[src/common/amps_pkg.sv]
// constants for the analog probe mux control
package amps_pkg;
    // ****************************************
    // select codes
    // ****************************************
    localparam int SEL_W = 5;
    localparam int CH_N = 32;
    localparam logic [4:0] SEL_HIZ = 5'h00;
    localparam logic [4:0] SEL_INPUT_SUPPLY = 5'h01;
    localparam logic [4:0] SEL_STBY_ONE = 5'h02;
    localparam logic [4:0] SEL_STBY_TWO = 5'h03;
    localparam logic [4:0] SEL_BUCK_FB_FIRST = 5'h04;
    localparam logic [4:0] SEL_BUCK_FB_LAST = 5'h08;
    localparam logic [4:0] SEL_LIN_ONE = 5'h0b;
    localparam logic [4:0] SEL_LIN_TWO = 5'h0c;
    localparam logic [4:0] SEL_DIE_TEMP = 5'h0f;
    localparam logic [4:0] SEL_BUCK_TEMP_FIRST = 5'h10;
    localparam logic [4:0] SEL_BUCK_TEMP_LAST = 5'h14;
    localparam logic [4:0] SEL_LIN_TEMP = 5'h17;
    // ****************************************
    // reset values
    // ****************************************
    localparam logic [31:0] SWITCH_RST = 32'h0000_0000;
    localparam logic PULLDOWN_RST = 1'b1;
endpackage : amps_pkg

[src/common/amps_sel_if.sv]
// select and decode signals between the control and the decoder
`timescale 1ns/100ps
`default_nettype none
interface amps_sel_if;
    logic [4:0] code;
    logic [31:0] onehot;
    logic valid;
    modport ctrl (output code, input onehot, input valid);
    modport dec (input code, output onehot, output valid);
endinterface : amps_sel_if
`default_nettype wire

[src/rtl/amps_decode.sv]
// decoder from select code to one-hot channel switch
`timescale 1ns/100ps
`default_nettype none
module amps_decode
(
    // select link
    amps_sel_if.dec sel
);
    // ****************************************
    // per-code decode
    // ****************************************
    genvar i;
    generate
        for (i = 0; i < amps_pkg::CH_N; i++)
        begin : g_ch
            localparam logic [4:0] C = 5'(i);
            assign sel.onehot[i] = (sel.code == C) && (
                (C >= amps_pkg::SEL_INPUT_SUPPLY && C <= amps_pkg::SEL_STBY_TWO) ||
                (C >= amps_pkg::SEL_BUCK_FB_FIRST && C <= amps_pkg::SEL_BUCK_FB_LAST) ||
                C == amps_pkg::SEL_LIN_ONE || C == amps_pkg::SEL_LIN_TWO ||
                C == amps_pkg::SEL_DIE_TEMP || C == amps_pkg::SEL_LIN_TEMP ||
                (C >= amps_pkg::SEL_BUCK_TEMP_FIRST && C <= amps_pkg::SEL_BUCK_TEMP_LAST));
        end
    endgenerate
    // reserved and zero codes close nothing
    assign sel.valid = |sel.onehot;
endmodule : amps_decode
`default_nettype wire

[src/rtl/amps_top.sv]
// control of the analog probe output mux
`timescale 1ns/100ps
`default_nettype none
// Operation
// - disabled: all switches open, pull-down on
// - enabled: route the selected channel
// - enabled code zero: open, no pull-down
// - codes 1-3 supplies, 4-8 buck feedbacks
// - codes 0b,0c linear regulator outputs
// - codes 0f,10-14,17 temperature sensors
// - route only in system-on states
// - sensor probing never touches thermal handling
module amps_top
(
    // clock and reset
    input wire logic clock_in,
    input wire logic rstn_in,
    // control
    input wire logic analog_mux_enable_in,
    input wire logic [4:0] probe_channel_select_in,
    input wire logic system_on_in,
    // analog switch drive
    output logic [31:0] channel_switch_out,
    output logic pulldown_out
);
    // ****************************************
    // reset release
    // ****************************************
    logic [1:0] rst_sync_q;
    logic rstn;

    // async assert, release two edges later
    always_ff @(posedge clock_in or negedge rstn_in)
    begin
        if (!rstn_in)
        begin
            rst_sync_q <= 2'h0;
        end
        else
        begin
            rst_sync_q <= {rst_sync_q[0], 1'b1};
        end
    end

    assign rstn = rst_sync_q[1];

    // ****************************************
    // decode
    // ****************************************
    amps_sel_if sel ();

    assign sel.code = probe_channel_select_in;

    amps_decode u_dec
    (
        .sel(sel)
    );

    // ****************************************
    // channel groups
    // ****************************************
    typedef enum logic [2:0] {
        GRP_NONE = 3'h0,
        GRP_SUPPLY = 3'h1,
        GRP_BUCK_FB = 3'h2,
        GRP_LIN_REG = 3'h3,
        GRP_TEMP = 3'h4
    } amps_group_t;

    amps_group_t grp;

    // second, independent look at the code
    always_comb
    begin
        grp = GRP_NONE;
        unique case (sel.code) inside
            [amps_pkg::SEL_INPUT_SUPPLY : amps_pkg::SEL_STBY_TWO]:
            begin
                grp = GRP_SUPPLY;
            end
            [amps_pkg::SEL_BUCK_FB_FIRST : amps_pkg::SEL_BUCK_FB_LAST]:
            begin
                grp = GRP_BUCK_FB;
            end
            amps_pkg::SEL_LIN_ONE:
            begin
                grp = GRP_LIN_REG;
            end
            amps_pkg::SEL_LIN_TWO:
            begin
                grp = GRP_LIN_REG;
            end
            amps_pkg::SEL_DIE_TEMP:
            begin
                grp = GRP_TEMP;
            end
            [amps_pkg::SEL_BUCK_TEMP_FIRST : amps_pkg::SEL_BUCK_TEMP_LAST]:
            begin
                grp = GRP_TEMP;
            end
            amps_pkg::SEL_LIN_TEMP:
            begin
                grp = GRP_TEMP;
            end
            default:
            begin
                // zero and reserved codes
                grp = GRP_NONE;
            end
        endcase
    end

    // ****************************************
    // route permission
    // ****************************************
    logic grp_known;
    logic route_ok;

    assign grp_known = (grp != GRP_NONE);

    // both decode paths must agree before a switch closes
    assign route_ok = system_on_in && grp_known && sel.valid;

    // ****************************************
    // pin mode
    // ****************************************
    typedef enum logic [1:0] {
        PIN_PULLDOWN = 2'h0,
        PIN_HIZ = 2'h1,
        PIN_ROUTE = 2'h2
    } amps_pin_t;

    amps_pin_t pin_mode;

    always_comb
    begin
        pin_mode = PIN_PULLDOWN;
        if (!analog_mux_enable_in)
        begin
            pin_mode = PIN_PULLDOWN;
        end
        else if (route_ok)
        begin
            pin_mode = PIN_ROUTE;
        end
        else
        begin
            pin_mode = PIN_HIZ;
        end
    end

    // ****************************************
    // switch gating
    // ****************************************
    wire logic [31:0] sw_gate;

    // one switch per code
    genvar ch;
    generate
        for (ch = 0; ch < amps_pkg::CH_N; ch++)
        begin : g_gate
            assign sw_gate[ch] = (pin_mode == PIN_ROUTE) && sel.onehot[ch];
        end
    endgenerate

    // ****************************************
    // state
    // ****************************************
    typedef struct packed {
        logic [31:0] sw;
        logic pd;
    } amps_state_t;

    amps_state_t st_q;
    amps_state_t st_d;

    always_comb
    begin
        st_d = st_q;
        unique case (pin_mode)
            PIN_PULLDOWN:
            begin
                st_d.sw = 32'h0;
                st_d.pd = 1'b1;
            end
            PIN_HIZ:
            begin
                st_d.sw = 32'h0;
                st_d.pd = 1'b0;
            end
            PIN_ROUTE:
            begin
                // sensor taps are read-only, thermal path untouched
                st_d.sw = sw_gate;
                st_d.pd = 1'b0;
            end
            default:
            begin
                // unused mode code, fall back to pull-down
                st_d.sw = 32'h0;
                st_d.pd = 1'b1;
            end
        endcase
    end

    always_ff @(posedge clock_in or negedge rstn)
    begin
        if (!rstn)
        begin
            st_q.sw <= amps_pkg::SWITCH_RST;
            st_q.pd <= amps_pkg::PULLDOWN_RST;
        end
        else
        begin
            st_q <= st_d;
        end
    end

    // ****************************************
    // outputs
    // ****************************************
    assign channel_switch_out = st_q.sw;
    assign pulldown_out = st_q.pd;
endmodule : amps_top
`default_nettype wire

[config.mk]
export PLATFORM = sky130hd
export DESIGN_NAME = amps_top
export DESIGN_NICKNAME = d
export VERILOG_FILES = /design/src/common/amps_pkg.sv /design/src/common/amps_sel_if.sv /design/src/rtl/amps_decode.sv /design/src/rtl/amps_top.sv
export SDC_FILE = /design/constraint.sdc
export NUM_CORES = 1
export LEC_CHECK = 0
export ABC_AREA = 1
export ABC_CLOCK_PERIOD_IN_PS = 800
export BUFFER_PORTS_ARGS = -buffer_cell sky130_fd_sc_hd__buf_4
export CORE_ASPECT_RATIO = 0.75
export CORE_MARGIN = 4
export CORE_UTILIZATION = 46
export CTS_CLUSTER_DIAMETER = 50
export CTS_CLUSTER_SIZE = 14
export DETAILED_ROUTE_END_ITERATION = 8
export PLACE_DENSITY = 0.83
export SLEW_MARGIN = 20
export SYNTH_ARGS = -nofsm -noshare
export SYNTH_HDL_FRONTEND = slang
export SYNTH_SLANG_ARGS = --single-unit
[constraint.sdc]
create_clock -name clock_in -period 0.8 [get_ports clock_in]
set_input_delay 0.16 -clock clock_in [delete_from_list [all_inputs] [get_ports clock_in]]
set_output_delay 0.16 -clock clock_in [all_outputs]
set_load 0.01 [all_outputs]
# Yosys cells after proc, flatten, opt, wreduce, memory -nomap -nowiden
# Index checks and enable logic that the tools add are counted.
# op_classes
n_reduce_logical	26
mux	4
magnitude_cmp	6
eq_ne	19
# op_table
cell	count
25-bit case mux with 2 select lines	1
5-bit == test (second input constant)	6
1-bit logical AND	22
5-bit by 3-bit == test with 1-bit output (second input constant)	4
5-bit by 4-bit == test with 1-bit output (second input constant)	4
17-bit OR reduction	1
3-bit case mux with 4 select lines	1
5-bit by 2-bit == test with 1-bit output (second input constant)	2
5-bit by 1-bit == test with 1-bit output (second input constant)	1
5-bit by 1-bit greater-or-equal comparator with 1-bit output (second input constant)	1
5-bit by 3-bit greater-or-equal comparator with 1-bit output (second input constant)	1
5-bit greater-or-equal comparator (second input constant)	1
5-bit by 2-bit <= comparator with 1-bit output (second input constant)	1
5-bit by 4-bit <= comparator with 1-bit output (second input constant)	1
5-bit <= comparator (second input constant)	1
2-bit 2-to-1 mux	2
3-bit nonzero test	1
3-bit OR reduction	1
2-bit by 1-bit == test with 1-bit output (second input constant)	1
2-bit == test (second input constant)	1
2-bit OR reduction	1
# word_totals
reg_bits	35
input_bits	9
elab_cells	58
out_inout_bits	33

# Longest topological paths before layout
# logic_depth
depth_word	12
depth_mapped	8
ltp_nobuf	6

# Hierarchy
# A second synthesis with hierarchy kept.
# hier_totals
hier_cells	185
area_unflattened_um2	1644.1
# modules_own_cells
module	instances	cells_per_inst	seq_area_each_um2	area_per_inst_um2
amps_top	1	121	877.1	1327.5
amps_decode	1	64	0.0	316.6

# Worst setup path before layout
# No wires, ideal clock.
# synth_timing
kind	input-to-reg
startpoint	input probe_channel_select_in[1]
endpoint	register st_q (netlist bit channel_switch_out[11])
t_required_ns	0.658
arrival_ns	0.941
path_stages	7
path_slack_ns	-0.283
n_path_buf	1
path_cell_list	nor2_2 > nand2_1 > nand2_1 > nand3_1 > nor2_4 > buf_12 > nor3_2
# synth_lines
element	line_no	text
from (decl)	amps_top.sv:20	input wire logic [4:0] probe_channel_select_in,
to (signal assigned)	amps_top.sv:215	st_q <= st_d;
to (decl)	amps_top.sv:174	amps_state_t st_q;

# Worst setup path after layout
# layout_timing
startpoint	register st_q (netlist bit pulldown_out)
endpoint	output pulldown_out
# layout_lines
element	line_no	text
to (decl)	amps_top.sv:24	output logic pulldown_out
# No word-level cell between the ends.

==> results.txt <==
GRT Util Overall = 15.51%
failing checks = setup timing
Ys Warns = 0
Hold Violations, Final = 0
number of buffers created by CTS = 3
Reg clk slew, reported paths = 0.10 ns
Main synth FF type = dfrtp_1
adder-cell share of the synthesized area = 0%
vias in the first global route = 818
PwrDens = 1457 mW/mm2
f_max = 916.9 MHz
Nets = 164
root buffer selected by CTS = clkbuf_4
largest net degree at the start of global routing = 19
share of layout cells above drive strength 1 = 50.00%
post-synthesis mux area share = 0%
worst vdd ir = 2553 uV
worst skew pair latency = 0.30 ns
outcome = finished with violations
Site Rows = 14
CP max FO = 1
Initial DRC Count = 28
launching point of the worst reg2reg path = rst_sync_q[0]$_DFF_PN0_
maxcap violations = 0
Vias/cell = 4.871
Critical-path top delay cell = dfstp_2
setup repair after global routing missed its margin = yes
DP Cell Count = 169
Top delay family on crit path = flip-flops
# setup viols final = 31
critical path cell sequence = buf_6
Filler cells = 143
Final Max Slew Viols = 0
post-route insts no fill = 178
Top Ports = 42
Port Buf Inserts = 26
Hold Crit Class = in2reg
commonest non-fill, non-tap cell in the layout = buf_4
Die Width = 62.30 um
DRC Markers = 0
starting density of the core = 49.63%
period utilisation layout = 136.3%
crit path DAT = 0.93 ns
Worst Path Buf+Inv = 1
Core Area = 0.002049 mm2
R2R depth = 0
register area share after synthesis = 49.32%
Synth Register Bits = 20
Layout area overhead = 51.17%
crit path to = pulldown_out
critical path depth = 1
leakage dissipation = 0.7715 nW
Worst setup SP type = flip-flop
Synth Area in Compound Gates = 0.4920%
Reg2Reg Setup Slack = 0.32 ns
CTS tree = done
chip height = 48.73 um
DP Wirelength = 1643 um
Sinks on Clock Net = 20
number of synthesized flops with an enable pin = 0
DR vias = 867
final WL = 2342 um
largest family of logic cells by synthesized area = simple AND/OR/NAND/NOR gates
Avg Inst Size Synth = 9.688 um2
min Tclk post-route = 1.091 ns
setup TNS = -3.308 ns
Syn Inst Count = 105
die area = 0.003036 mm2
Register Area = 501.7 um2
post-synthesis xor/xnor area fraction = 0%
Final GP Congestion = 0.8372
per-cell routed wire length = 13.16 um
commonest cells after routing, fill and taps aside = buf_4 (23), buf_6 (22), dfrtp_1 (19)
DP Area = 0.001303 mm2
RR Endpoint = rst_sync_q[1]$_DFF_PN0_
clk_skew = 0.0005852 ns
antenna cells = 0
library cells used by synthesis = 19
initial antenna violation count = 0
simple-gate share of the synthesized area = 31.37%
Crit Path Class = reg2out
TritonRoute pass-1 iters = 4
first-pass GRT wire length = 3767 um
WP data required = 0.64 ns
area of the multi-input gates = 441.7 um2
clock tree buffer depth = 2
max incr delay on CP = 0.54 ns
setup ws final = -0.2906 ns
Post-synth ARST share = 100.0%
Cell Area, Synth = 0.001017 mm2
CP Launch Point = pulldown_out$_DFF_PN1_
H-tree depth = 1
Remaining Overflow, GRT = 0
Non-Filler Cell Area, Final = 0.001538 mm2
crit end category = output port
post-route ant nets = 0
## cells in the mapped netlist, types with 2 or more instances
library cell,count,area share [%]
nand2_1,16,5.9
nor3_1,8,3.9
nor2_4,2,2.2
buf_4,15,11
conb_1,2,0.74
dfrtp_1,19,47
nand4_1,2,1.2
nor3_2,10,9.8
nand3_1,9,4.4
nor2_1,6,2.2
inv_1,8,3.0
## where the power goes
group | leakage [nW] | total (W) | switching [W] | internal (W)
clock | 0.0279 | 0.000801 | 0.000294 | 0.000507
combinational | 0.472 | 0.000412 | 0.000243 | 0.000170
sequential | 0.271 | 0.00103 | 0.00000387 | 0.00102
total | 0.771 | 0.00224 | 0.000541 | 0.00170
## through the flow
step           setup WS [ns]  hold slack [ns]  total power, W  util [%]
4_1_cts              -0.3076          0.09846        0.002224     71.55
5_1_grt              -0.3403          0.09610        0.002370     75.03
6_report             -0.2906           0.1053        0.002240     75.03
2_1_floorplan        -0.2659          -0.1356        0.001306         -
3_3_place_gp         -0.3329         -0.05749        0.001374     63.55
3_5_place_dp         -0.3930         -0.05555        0.001387     63.55
## state kept, by name, summed over array words and instances (netlist names)
register and cells:
channel_switch_out 17, pulldown_out 1, rst_sync_q 2
## worst min-delay path by stage
stage               depth (start not counted)          from                               end  slack, ns
floorplan                                   0       rstn_in           rst_sync_q[0]$_DFF_PN0_      -0.14
global placement                            1       rstn_in           rst_sync_q[0]$_DFF_PN0_      -0.06
detailed placement                          1       rstn_in           rst_sync_q[1]$_DFF_PN0_      -0.06
CTS                                         3  system_on_in  channel_switch_out[23]$_DFF_PN0_        0.1
global route                                3  system_on_in  channel_switch_out[23]$_DFF_PN0_        0.1
finish                                      3  system_on_in  channel_switch_out[23]$_DFF_PN0_       0.11
## metal layers
metal	GRT usage, %	share of wire [%]	vias to the layer above
met5	0	0	-
met4	4.240	1.2	0
met3	6.250	11	4
met2	25.69	51	50
met1	18.66	37	411
li1	-	-	402
## layout make-up
class                   instances  share of cell area (%)
clock buffers                   3                   1.465
clock inverters                 1                   1.953
inverters                       9                   2.360
multi-input cells              72                   28.72
flip-flops and latches         20                   32.63
well taps                      24                   1.953
repair buffers                 49                   30.92
## kinds of logic (layout without fill, tap and decap cells)
kind of cell,count (synthesis),in the layout
AND/OR/NAND/NOR,55,55
buffers and inverters,27,62
flip-flops,20,20
other,2,16
AO/OA/AOI/OAI,1,1
## repair_timing
item                                    4_1_cts  5_1_grt
endpoints found under the hold margin         3        0
pin swaps                                     2        5
hold buffers                                  2        0
resized for setup                            23       12
setup buffers                                 1        2
endpoints found under the setup margin       34       34
Note: power is estimated with default switching activity, not from simulation.
